==> config.mk <==
export PLATFORM = sky130hd
export DESIGN_NAME = display_status_readback
export DESIGN_NICKNAME = d
export VERILOG_FILES = /design/src/inc/readback_pkg.sv /design/src/design/display_status_readback.sv
export SDC_FILE = /design/constraint.sdc
export NUM_CORES = 1
export LEC_CHECK = 0
export ABC_AREA = 1
export BUFFER_PORTS_ARGS = -buffer_cell sky130_fd_sc_hd__buf_4
export CAP_MARGIN = 20
export CORE_MARGIN = 5
export CORE_UTILIZATION = 49
export DETAILED_ROUTE_END_ITERATION = 12
export HOLD_SLACK_MARGIN = 0.03
export PLACE_DENSITY_LB_ADDON = 0.25
export SLEW_MARGIN = 20
export SYNTH_ARGS = -nofsm -noshare
export SYNTH_HDL_FRONTEND = slang
export SYNTH_SLANG_ARGS = --single-unit
==> constraint.sdc <==
create_clock -name core_clk_in -period 2.6 [get_ports core_clk_in]
set_input_delay 0.52 -clock core_clk_in [delete_from_list [all_inputs] [get_ports core_clk_in]]
set_output_delay 0.52 -clock core_clk_in [all_outputs]
set_load 0.03 [all_outputs]
==> src/inc/readback_pkg.sv <==
// readback_pkg: command codes, byte counts, reset values and the status carriers
// for the host read-back responder.
// assumes an 8-bit parallel command/parameter bus with active-low strobes.
package readback_pkg;

  // command codes written with the select line low
  localparam logic [7:0] CMD_SOFT_RESET        = 8'h01;
  localparam logic [7:0] CMD_READ_IDENTIFY     = 8'h04;
  localparam logic [7:0] CMD_READ_STATUS_WORD  = 8'h09;
  localparam logic [7:0] CMD_READ_POWER_STATE  = 8'h0a;

  // parameter bytes returned after each read command, dummy byte included
  localparam logic [2:0] IDENTIFY_BYTES        = 3'h4;
  localparam logic [2:0] STATUS_WORD_BYTES     = 3'h5;
  localparam logic [2:0] POWER_STATE_BYTES     = 3'h2;

  // reset values of the host-facing state
  localparam logic [7:0] DATA_OUT_RESET        = 8'h00;
  localparam logic [7:0] DUMMY_BYTE            = 8'h00;
  localparam logic [2:0] STROBE_PIPE_RESET     = 3'h7;
  localparam logic [2:0] SELECT_PIPE_RESET     = 3'h0;

  // interface pixel format codes
  localparam logic [2:0] PIXEL_FORMAT_16BPP    = 3'h5;
  localparam logic [2:0] PIXEL_FORMAT_18BPP    = 3'h6;

  // live state of the display, supplied by the blocks that own it
  typedef struct packed {
    logic       booster_ok;
    logic [5:0] memory_access_control_setting;  // setting bits 7..2
    logic [2:0] pixel_format;
    logic       idle_on;
    logic       partial_on;
    logic       sleep_out;
    logic       normal_on;
    logic       display_on;
    logic       tearing_line_on;
    logic [2:0] gamma_curve;
    logic       tearing_mode;
  } display_state_t;

  // 32-bit status word, most significant field first
  typedef struct packed {
    logic       booster_ok;           // 31
    logic [5:0] access_order;         // 30..25
    logic [1:0] unused_24_23;
    logic [2:0] pixel_format;         // 22..20
    logic       idle_on;              // 19
    logic       partial_on;           // 18
    logic       sleep_out;            // 17
    logic       normal_on;            // 16
    logic [4:0] unused_15_11;
    logic       display_on;           // 10
    logic       tearing_line_on;      // 9
    logic [2:0] gamma_curve;          // 8..6
    logic       tearing_mode;         // 5
    logic [4:0] unused_4_0;
  } status_word_t;

  typedef enum logic [3:0] {
    MODE_NONE     = 4'b0001,
    MODE_IDENTIFY = 4'b0010,
    MODE_STATUS   = 4'b0100,
    MODE_POWER    = 4'b1000
  } read_mode_t;

endpackage : readback_pkg

==> src/design/display_status_readback.sv <==
// display_status_readback: answers the identification, status word and power
// state read commands over the parallel host bus.
// assumes the host pins are asynchronous to core_clk_in and that every strobe
// phase lasts well over three clock periods; state inputs are on core_clk_in.
//
// How it works
// - identify command returns 24 identity bits over the following parameter reads.
// - first parameter read after any read command is a dummy byte to discard.
// - identity bytes follow in order maker, version, driver.
// - status word command returns dummy then four bytes, most significant first.
// - status bit 31 is one while the booster is on and healthy.
// - status bits 30..25 mirror memory access control setting bits 7..2.
// - status bits 22..20 carry the pixel format, 101 or 110.
// - bits 19..16 show idle on, partial on, sleep exited, normal on.
// - status bit 9 is one while the tearing line output is enabled.
// - status bit 5 shows tearing mode, vertical only or both blankings.
// - power state command returns dummy then one status byte.
// - power byte bits 7..2: booster, idle, partial, sleep out, normal, display.
// - all three read commands are honoured in every operating state.
// - returned bytes reflect the live state inputs with no frame delay.
`timescale 1ns/1ps
module display_status_readback
  import readback_pkg::*;
#(
  parameter logic [7:0] MAKER_IDENTITY_BYTE   = 8'h5a,  // arbitrary value
  parameter logic [7:0] VERSION_IDENTITY_BYTE = 8'h01,  // arbitrary value
  parameter logic [7:0] DRIVER_IDENTITY_BYTE  = 8'h3c   // arbitrary value
) (
  // clock and reset
  input  wire logic           core_clk_in,
  input  wire logic           resetn_in,
  // host bus pins
  input  wire logic           data_command_select_in,
  input  wire logic           read_strobe_n_in,
  input  wire logic           write_strobe_n_in,
  input  wire logic [7:0]     host_data_in,
  output logic      [7:0]     host_data_out,
  output logic                host_data_oe_out,
  // live display state
  input  wire display_state_t state_in
);

  // three-stage pipes on every pin; only stage 1 reads stage 0
  logic [2:0] rd_pipe_q, rd_pipe_d;
  logic [2:0] wr_pipe_q, wr_pipe_d;
  logic [2:0] sel_pipe_q, sel_pipe_d;
  logic [7:0] dat_pipe0_q, dat_pipe1_q, dat_pipe2_q;
  logic       rd_level_q, rd_level_d;
  logic       wr_level_q, wr_level_d;
  logic       sel_level_q, sel_level_d;

  always_comb begin
    rd_pipe_d  = {rd_pipe_q[1:0], read_strobe_n_in};
    wr_pipe_d  = {wr_pipe_q[1:0], write_strobe_n_in};
    sel_pipe_d = {sel_pipe_q[1:0], data_command_select_in};
    // a change is taken only once stages 1 and 2 agree
    rd_level_d  = (rd_pipe_q[1] == rd_pipe_q[2]) ? rd_pipe_q[2] : rd_level_q;
    wr_level_d  = (wr_pipe_q[1] == wr_pipe_q[2]) ? wr_pipe_q[2] : wr_level_q;
    sel_level_d = (sel_pipe_q[1] == sel_pipe_q[2]) ? sel_pipe_q[2] : sel_level_q;
  end

  always_ff @(posedge core_clk_in) begin
    if (!resetn_in) begin
      // idle strobe levels, so leaving reset shows no false edge
      rd_pipe_q   <= STROBE_PIPE_RESET;
      wr_pipe_q   <= STROBE_PIPE_RESET;
      sel_pipe_q  <= SELECT_PIPE_RESET;
      dat_pipe0_q <= DATA_OUT_RESET;
      dat_pipe1_q <= DATA_OUT_RESET;
      dat_pipe2_q <= DATA_OUT_RESET;
      rd_level_q  <= 1'b1;
      wr_level_q  <= 1'b1;
      sel_level_q <= 1'b0;
    end else begin
      rd_pipe_q   <= rd_pipe_d;
      wr_pipe_q   <= wr_pipe_d;
      sel_pipe_q  <= sel_pipe_d;
      // no vote on data: it is read only at a filtered write edge, long after settling
      dat_pipe0_q <= host_data_in;
      dat_pipe1_q <= dat_pipe0_q;
      dat_pipe2_q <= dat_pipe1_q;
      rd_level_q  <= rd_level_d;
      wr_level_q  <= wr_level_d;
      sel_level_q <= sel_level_d;
    end
  end

  // strobe edges seen on the filtered levels
  logic write_rise;
  logic read_fall;
  logic read_rise;

  // edges compare the held level with the next one, so each lasts one cycle
  always_comb begin
    write_rise = !wr_level_q && wr_level_d;
    read_fall  = rd_level_q && !rd_level_d;
    read_rise  = !rd_level_q && rd_level_d;
  end

  // status word assembled from the live inputs, so a new setting shows at once
  status_word_t status_word;
  logic [7:0]   power_byte;

  always_comb begin
    status_word                 = '0;
    status_word.booster_ok      = state_in.booster_ok;
    status_word.access_order    = state_in.memory_access_control_setting;
    status_word.pixel_format    = state_in.pixel_format;
    status_word.idle_on         = state_in.idle_on;
    status_word.partial_on      = state_in.partial_on;
    status_word.sleep_out       = state_in.sleep_out;
    status_word.normal_on       = state_in.normal_on;
    status_word.display_on      = state_in.display_on;
    status_word.tearing_line_on = state_in.tearing_line_on;
    status_word.gamma_curve     = state_in.gamma_curve;
    status_word.tearing_mode    = state_in.tearing_mode;
    // power byte bits 1..0 are not defined and stay zero
    power_byte = {state_in.booster_ok, state_in.idle_on, state_in.partial_on,
                  state_in.sleep_out, state_in.normal_on, state_in.display_on,
                  2'b00};
  end

  // command decode and byte sequencing
  read_mode_t mode_q, mode_d;
  logic [2:0] index_q, index_d;
  logic [7:0] data_q, data_d;
  logic       oe_q, oe_d;
  logic [7:0] next_byte;
  logic [2:0] byte_count;

  always_comb begin
    next_byte  = DUMMY_BYTE;
    byte_count = 3'h0;
    // slot 0 is the dummy for every command; later slots pick identity parameters or live status bytes
    case (mode_q)
      MODE_IDENTIFY: begin
        byte_count = IDENTIFY_BYTES;
        case (index_q)
          3'h1:    next_byte = MAKER_IDENTITY_BYTE;
          3'h2:    next_byte = VERSION_IDENTITY_BYTE;
          3'h3:    next_byte = DRIVER_IDENTITY_BYTE;
          default: next_byte = DUMMY_BYTE;
        endcase
      end
      MODE_STATUS: begin
        byte_count = STATUS_WORD_BYTES;
        case (index_q)
          3'h1:    next_byte = status_word[31:24];
          3'h2:    next_byte = status_word[23:16];
          3'h3:    next_byte = status_word[15:8];
          3'h4:    next_byte = status_word[7:0];
          default: next_byte = DUMMY_BYTE;
        endcase
      end
      MODE_POWER: begin
        byte_count = POWER_STATE_BYTES;
        next_byte  = (index_q == 3'h1) ? power_byte : DUMMY_BYTE;
      end
      MODE_NONE: begin
        byte_count = 3'h0;
        next_byte  = DUMMY_BYTE;
      end
      default: begin
        byte_count = 3'h0;
        next_byte  = DUMMY_BYTE;
      end
    endcase
  end

  // limitation: a strobe phase shorter than two clocks may be missed
  always_comb begin
    mode_d  = mode_q;
    index_d = index_q;
    data_d  = data_q;
    oe_d    = oe_q;
    // a command write ends any read sequence; no mode gating on purpose
    if (write_rise && !sel_level_q) begin
      index_d = 3'h0;
      oe_d    = 1'b0;
      case (dat_pipe2_q)
        CMD_READ_IDENTIFY:    mode_d = MODE_IDENTIFY;
        CMD_READ_STATUS_WORD: mode_d = MODE_STATUS;
        CMD_READ_POWER_STATE: mode_d = MODE_POWER;
        CMD_SOFT_RESET:       mode_d = MODE_NONE;
        default:              mode_d = MODE_NONE;
      endcase
    end else if (read_fall && sel_level_q) begin
      // bus is driven for every parameter read (select high), with zero once the sequence is spent
      oe_d   = 1'b1;
      data_d = (index_q < byte_count) ? next_byte : DUMMY_BYTE;
    end else if (read_rise) begin
      oe_d = 1'b0;
      // index stops at the byte count, so further reads return zero
      if (oe_q && index_q < byte_count) begin
        index_d = index_q + 3'h1;
      end
    end
  end

  always_ff @(posedge core_clk_in) begin
    if (!resetn_in) begin
      mode_q  <= MODE_NONE;
      index_q <= 3'h0;
      data_q  <= DATA_OUT_RESET;
      oe_q    <= 1'b0;
    end else begin
      mode_q  <= mode_d;
      index_q <= index_d;
      data_q  <= data_d;
      oe_q    <= oe_d;
    end
  end

  // outputs come straight from flops, nothing between them and the pins
  always_comb begin
    host_data_out    = data_q;
    host_data_oe_out = oe_q;
  end

endmodule : display_status_readback

[Yosys cells after proc, flatten, opt, wreduce, memory -nomap -nowiden]
Index checks and enable logic that the tools add are counted.
Storage, ports and cells
  register bits: 52
  logic and storage cells: 56
Operators by class
  add/sub/neg operators: 1
  magnitude comparators: 1
  equality and inequality tests: 13
  muxes and demuxes: 11
  bitwise logic cells: 3
  reduce and logical (&&, ||, !) cells: 14
Operator list (count)
  $pmux W8 S4: 1
  $pmux W8 S3: 1
  $pmux W7 S3: 1
  $eq A8 B4 Y1 const B: 2
  $mux W8: 2
  $pmux W4 S3: 1
  $pmux W3 S3: 1
  $eq A8 B3 Y1 const B: 1
  $eq A3 B2 Y1 const B: 2
  $logic_and A1 B1 Y1: 6
  $eq A4 B2 Y1 const B: 1
  $eq A4 B3 Y1 const B: 1
  $eq A4 B4 Y1 const B: 1
  $logic_not A1 Y1: 4
  $mux W1: 4
  $add A3 B1 Y3 const B: 1
  $eq A1 B1 Y1: 3
  $eq A3 B1 Y1 const B: 1
  $eq A3 B3 Y1 const B: 1
  $lt A3 B3 Y1: 1
  $not A1 Y1: 3
  $reduce_and A3 Y1: 1
  $reduce_and A2 Y1: 1
  $reduce_bool A2 Y1: 1
  $reduce_or A2 Y1: 1

[Depth between registers and ports, before layout]
  word-level depth: 7
  gate-level depth with buffers: 13

[Worst setup path after synthesis]
OpenSTA, ideal clock, no wires.
  path kind: reg2reg
  from: register mode_q[1]
  to: register index_q[2]
  setup time: 0.119 ns
  data arrival time: 1.680 ns
  data required time: 2.481 ns
  path slack: 0.801 ns
  stages on the path, launching flop included: 11
  cell sequence: dfxtp_1 > nor2_4 > nand2_1 > clkinv_1 > nor2_1 > ha_1 > a21oi_1 > a21boi_2 > nand2_1 > nand2_1 > a21oi_1
On the way
  word-level cells in the longest chain between the ends: 5
Ends and longest elaborated chain
  start, declared: RTL line display_status_readback.sv:124  | read_mode_t mode_q, mode_d;
  start signal, assigned: RTL line display_status_readback.sv:207  | mode_q <= mode_d;
  $eq A4 B4 Y1 (tied with other cells): RTL line display_status_readback.sv:135  | case (mode_q)
  $pmux W3 S3 (*): RTL line display_status_readback.sv:135
  $lt A3 B3 Y1 (*): RTL line display_status_readback.sv:194  | if (oe_q && index_q < byte_count) begin
  $logic_and A1 B1 Y1 (*): RTL line display_status_readback.sv:194
  $reduce_and A3 Y1 (no line) (*)
  end signal, assigned: RTL line display_status_readback.sv:208  | index_q <= index_d;
  end, declared: RTL line display_status_readback.sv:125  | logic [2:0] index_q, index_d;
Every way passes the cells marked *; elsewhere a longest branch is shown, timed or not.
A chain may end at the register's enable or synchronous reset.

[Worst setup path after layout]
Same ends and word-level chain as after synthesis.

==> flow_summary.ini <==
[finish]
fin_nets = 393
drive_gt1_frac = 0.1921
mostFrequentLayoutCells = 96 x nand2_1, 52 x inv_1, 52 x dfxtp_1
areaGrowthSynthToFinish_pct = 19.30
fillers = 412
diodes = 0
final_cells = 406
multi_input_area_um2 = 952.2
layout_commonest_cell = nand2_1
ff_latch_area_um2 = 1041

[sta]
tightest_slew_ns = 0.5055
fin_crit_sh = 0.7818
fin_tns_setup_ns = 0
setup-violations-final = 0
skew_ns = 0.006113
hold_viol = 0
maxSlewHeadroom = 0.6626
rsz0062_at_grt = no
fmax_mhz = 492.0
period_minus_slack_ns = 2.033
slew_violations = 0

[clock_tree]
clkSinkCount = 52
cts_tree = yes
cts_resized = 0
post_cts_buffers = 0
ctsLongestPathBuffers = 2
cts_made_buffers = 5
cts-hold-fix-buffers = 0
cts-htree-levels = 2
clkTransAtPathRegs_ns = 0.09
clk_latency_ns = 0.29
cts_root_buf = clkbuf_8

[floorplan]
coreArea_um2 = 4384
initial_core_util = 0.5103
num_rows = 24
die_area_um2 = 6017
die_w_um = 77.57
ioPinCount = 42
die_y_um = 77.57

[synth]
ys_warn_count = 0
synth_top_family_by_area = simple AND/OR/NAND/NOR gates
synthAdderAreaFrac = 0.03915
yosys.area_share.simple = 0.3126
muxShareOfSynthArea = 0
synth_area_per_cell_um2 = 7.193
synth_compound_area_frac = 0.07383
synth-seq-cells = 52
syn_inst = 311
synth_nets = 351
ys_types = 26
synth-xor-area-share = 0
netlist_area_um2 = 2237
ys_seq_area_frac = 0.4653

[worst_setup_path]
worstPathRequired_ns = 2.79
cpLargestDelayFamily = compound AO/OA/AOI/OAI gates
path_buf_inv = 1
slowest_stage = dfxtp_1
crit_chain = nor2_4 > nand2_1 > clkinv_1 > nor2_1 > ha_1 > a21oi_1 > a21boi_2 > nand2_1 > nand2_1 > a21oi_1
critical-path-max-stage-delay_ns = 0.43
critPathLaunchType = register
path_common_cell = nand2_1
crit_type = reg2reg
cp.arrival_ns = 2.22
worstPathMaxFanout = 9
cp-end-kind = register

[job]
maxCapViolations = 0

[detailed_routing]
via_per_inst = 4.633
avgRoutedWirePerCell_um = 10.01
drt-total-wl_um = 4065
first_pass_iters = 4
drtIter0Drc = 109
ant_nets = 0
drcViolationCount = 0
vias = 1881

[run_status]
status = completed

[placement]
port_buffers = 41
dp_cells = 398
dp_hpwl_um = 3119
place_congestion = 0.8328

[grt]
grt_pass1_wl_um = 7051
grt_max_degree = 35
antenna_found_initial = 0
gr-total-overflow = 0
grt_pass1_vias = 1680
track_usage = 0.1397

[power_and_ir_drop]
fin_total_pwr_mw = 1.332
power_density_nw_per_um2 = 499.3
p_leak_nw = 1.418
peakVddDrop_v = 0.0003851

[worst_hold_path]
hold_class = in2reg
[state kept, by name, summed over array words and instances (netlist names)]
register	flops
host_data_oe_out	1
dat_pipe0_q	8
host_data_out	8
index_q	3
dat_pipe2_q	8
wr_pipe_q	3
rd_pipe_q	3
sel_level_q	1
dat_pipe1_q	8
wr_level_q	1
sel_pipe_q	3
rd_level_q	1
mode_q	4
[synth_stat cells]
| cell | instances | area, um2 |
|---|---|---|
| a211oi_1 | 1 | 7.510 |
| a21oi_2 | 1 | 8.760 |
| inv_1 | 52 | 195.2 |
| nand3_1 | 21 | 105.1 |
| clkbuf_1 | 4 | 15.01 |
| clkinv_1 | 2 | 7.510 |
| nand3b_1 | 1 | 7.510 |
| nor2_1 | 23 | 86.33 |
| a21oi_1 | 18 | 90.09 |
| dfxtp_1 | 52 | 1041 |
| a21boi_2 | 1 | 11.26 |
| buf_1 | 1 | 3.750 |
| nand4_1 | 3 | 18.77 |
| o211ai_1 | 1 | 7.510 |
| or2_2 | 6 | 37.54 |
| nand2_1 | 96 | 360.4 |
| nand2_4 | 1 | 11.26 |
| o21ai_0 | 8 | 40.04 |
| nor2_4 | 1 | 11.26 |
| nand2_2 | 2 | 12.51 |
| nor2_8 | 1 | 20.02 |
| nand3_2 | 1 | 10.01 |
| ha_1 | 7 | 87.58 |
| buf_6 | 1 | 11.26 |
| inv_2 | 3 | 11.26 |
| nor2_2 | 3 | 18.77 |
[metrics by stage]
stage	utilization	hold slack [ns]	area, um2	setup slack (ns)
after floorplan	-	0.3905	2237	0.8011
after global placement	0.5885	0.3925	2580	0.6836
after detailed placement	0.5885	0.3964	2580	0.5707
after CTS	0.6087	0.3851	2669	0.5687
after global routing	0.6087	0.3843	2669	0.2647
final	0.6087	0.3983	2669	0.5674
[layer usage]
| metal | vias up | share of wire | GRT usage |
|---|---|---|---|
| met5 | - | 0 | 0 |
| met4 | 0 | 0.0076 | 0.03952 |
| met3 | 4 | 0.050 | 0.03704 |
| met2 | 38 | 0.48 | 0.2357 |
| met1 | 821 | 0.46 | 0.1756 |
| li1 | 1018 | - | - |
[tightest hold or removal path: cells and delay by family]
| family | cells | cell delay, ns |
|---|---|---|
| buffers and inverters | 2 | 0.11 |
| and+or+nand+nor | 1 | 0.04 |
[report_power, final]
| part | total [mW] | switching (mW) | leakage [nW] | internal (mW) |
|---|---|---|---|---|
| clock network | 0.440 | 0.248 | 0.0414 | 0.192 |
| logic | 0.0700 | 0.0297 | 0.952 | 0.0402 |
| registers | 0.823 | 0.00625 | 0.425 | 0.817 |
[kinds of logic (layout without fill, tap and decap cells)]
kind of cell | after synthesis | in the layout
buffers and inverters | 63 | 106
AO/OA/AOI/OAI | 30 | 30
flip-flops | 52 | 52
AND/OR/NAND/NOR | 159 | 159
adder cells (fa/ha/maj) | 7 | 7
[final timing paths]
check / startpoint / cells past startpoint / slack (ns) / to
worst max register to register: mode_q[1] / 10 / 0.57 / index_q[2]
worst min register to register: dat_pipe0_q[0] / 2 / 0.42 / dat_pipe1_q[0]
worst min-delay path: host_data_in[1] / 3 / 0.40 / dat_pipe0_q[1]
worst max-delay path: mode_q[1] / 10 / 0.57 / index_q[2]
[cell type report]
type	instances	share of cell area
clock inverters	2	0.006095
clock buffers	6	0.02719
inverters	57	0.08017
repair buffers	41	0.1153
flip-flops and latches	52	0.3901
well taps	52	0.02438
multi-input cells	196	0.3568
No activity file was read; power rests on OpenSTA's default activity.
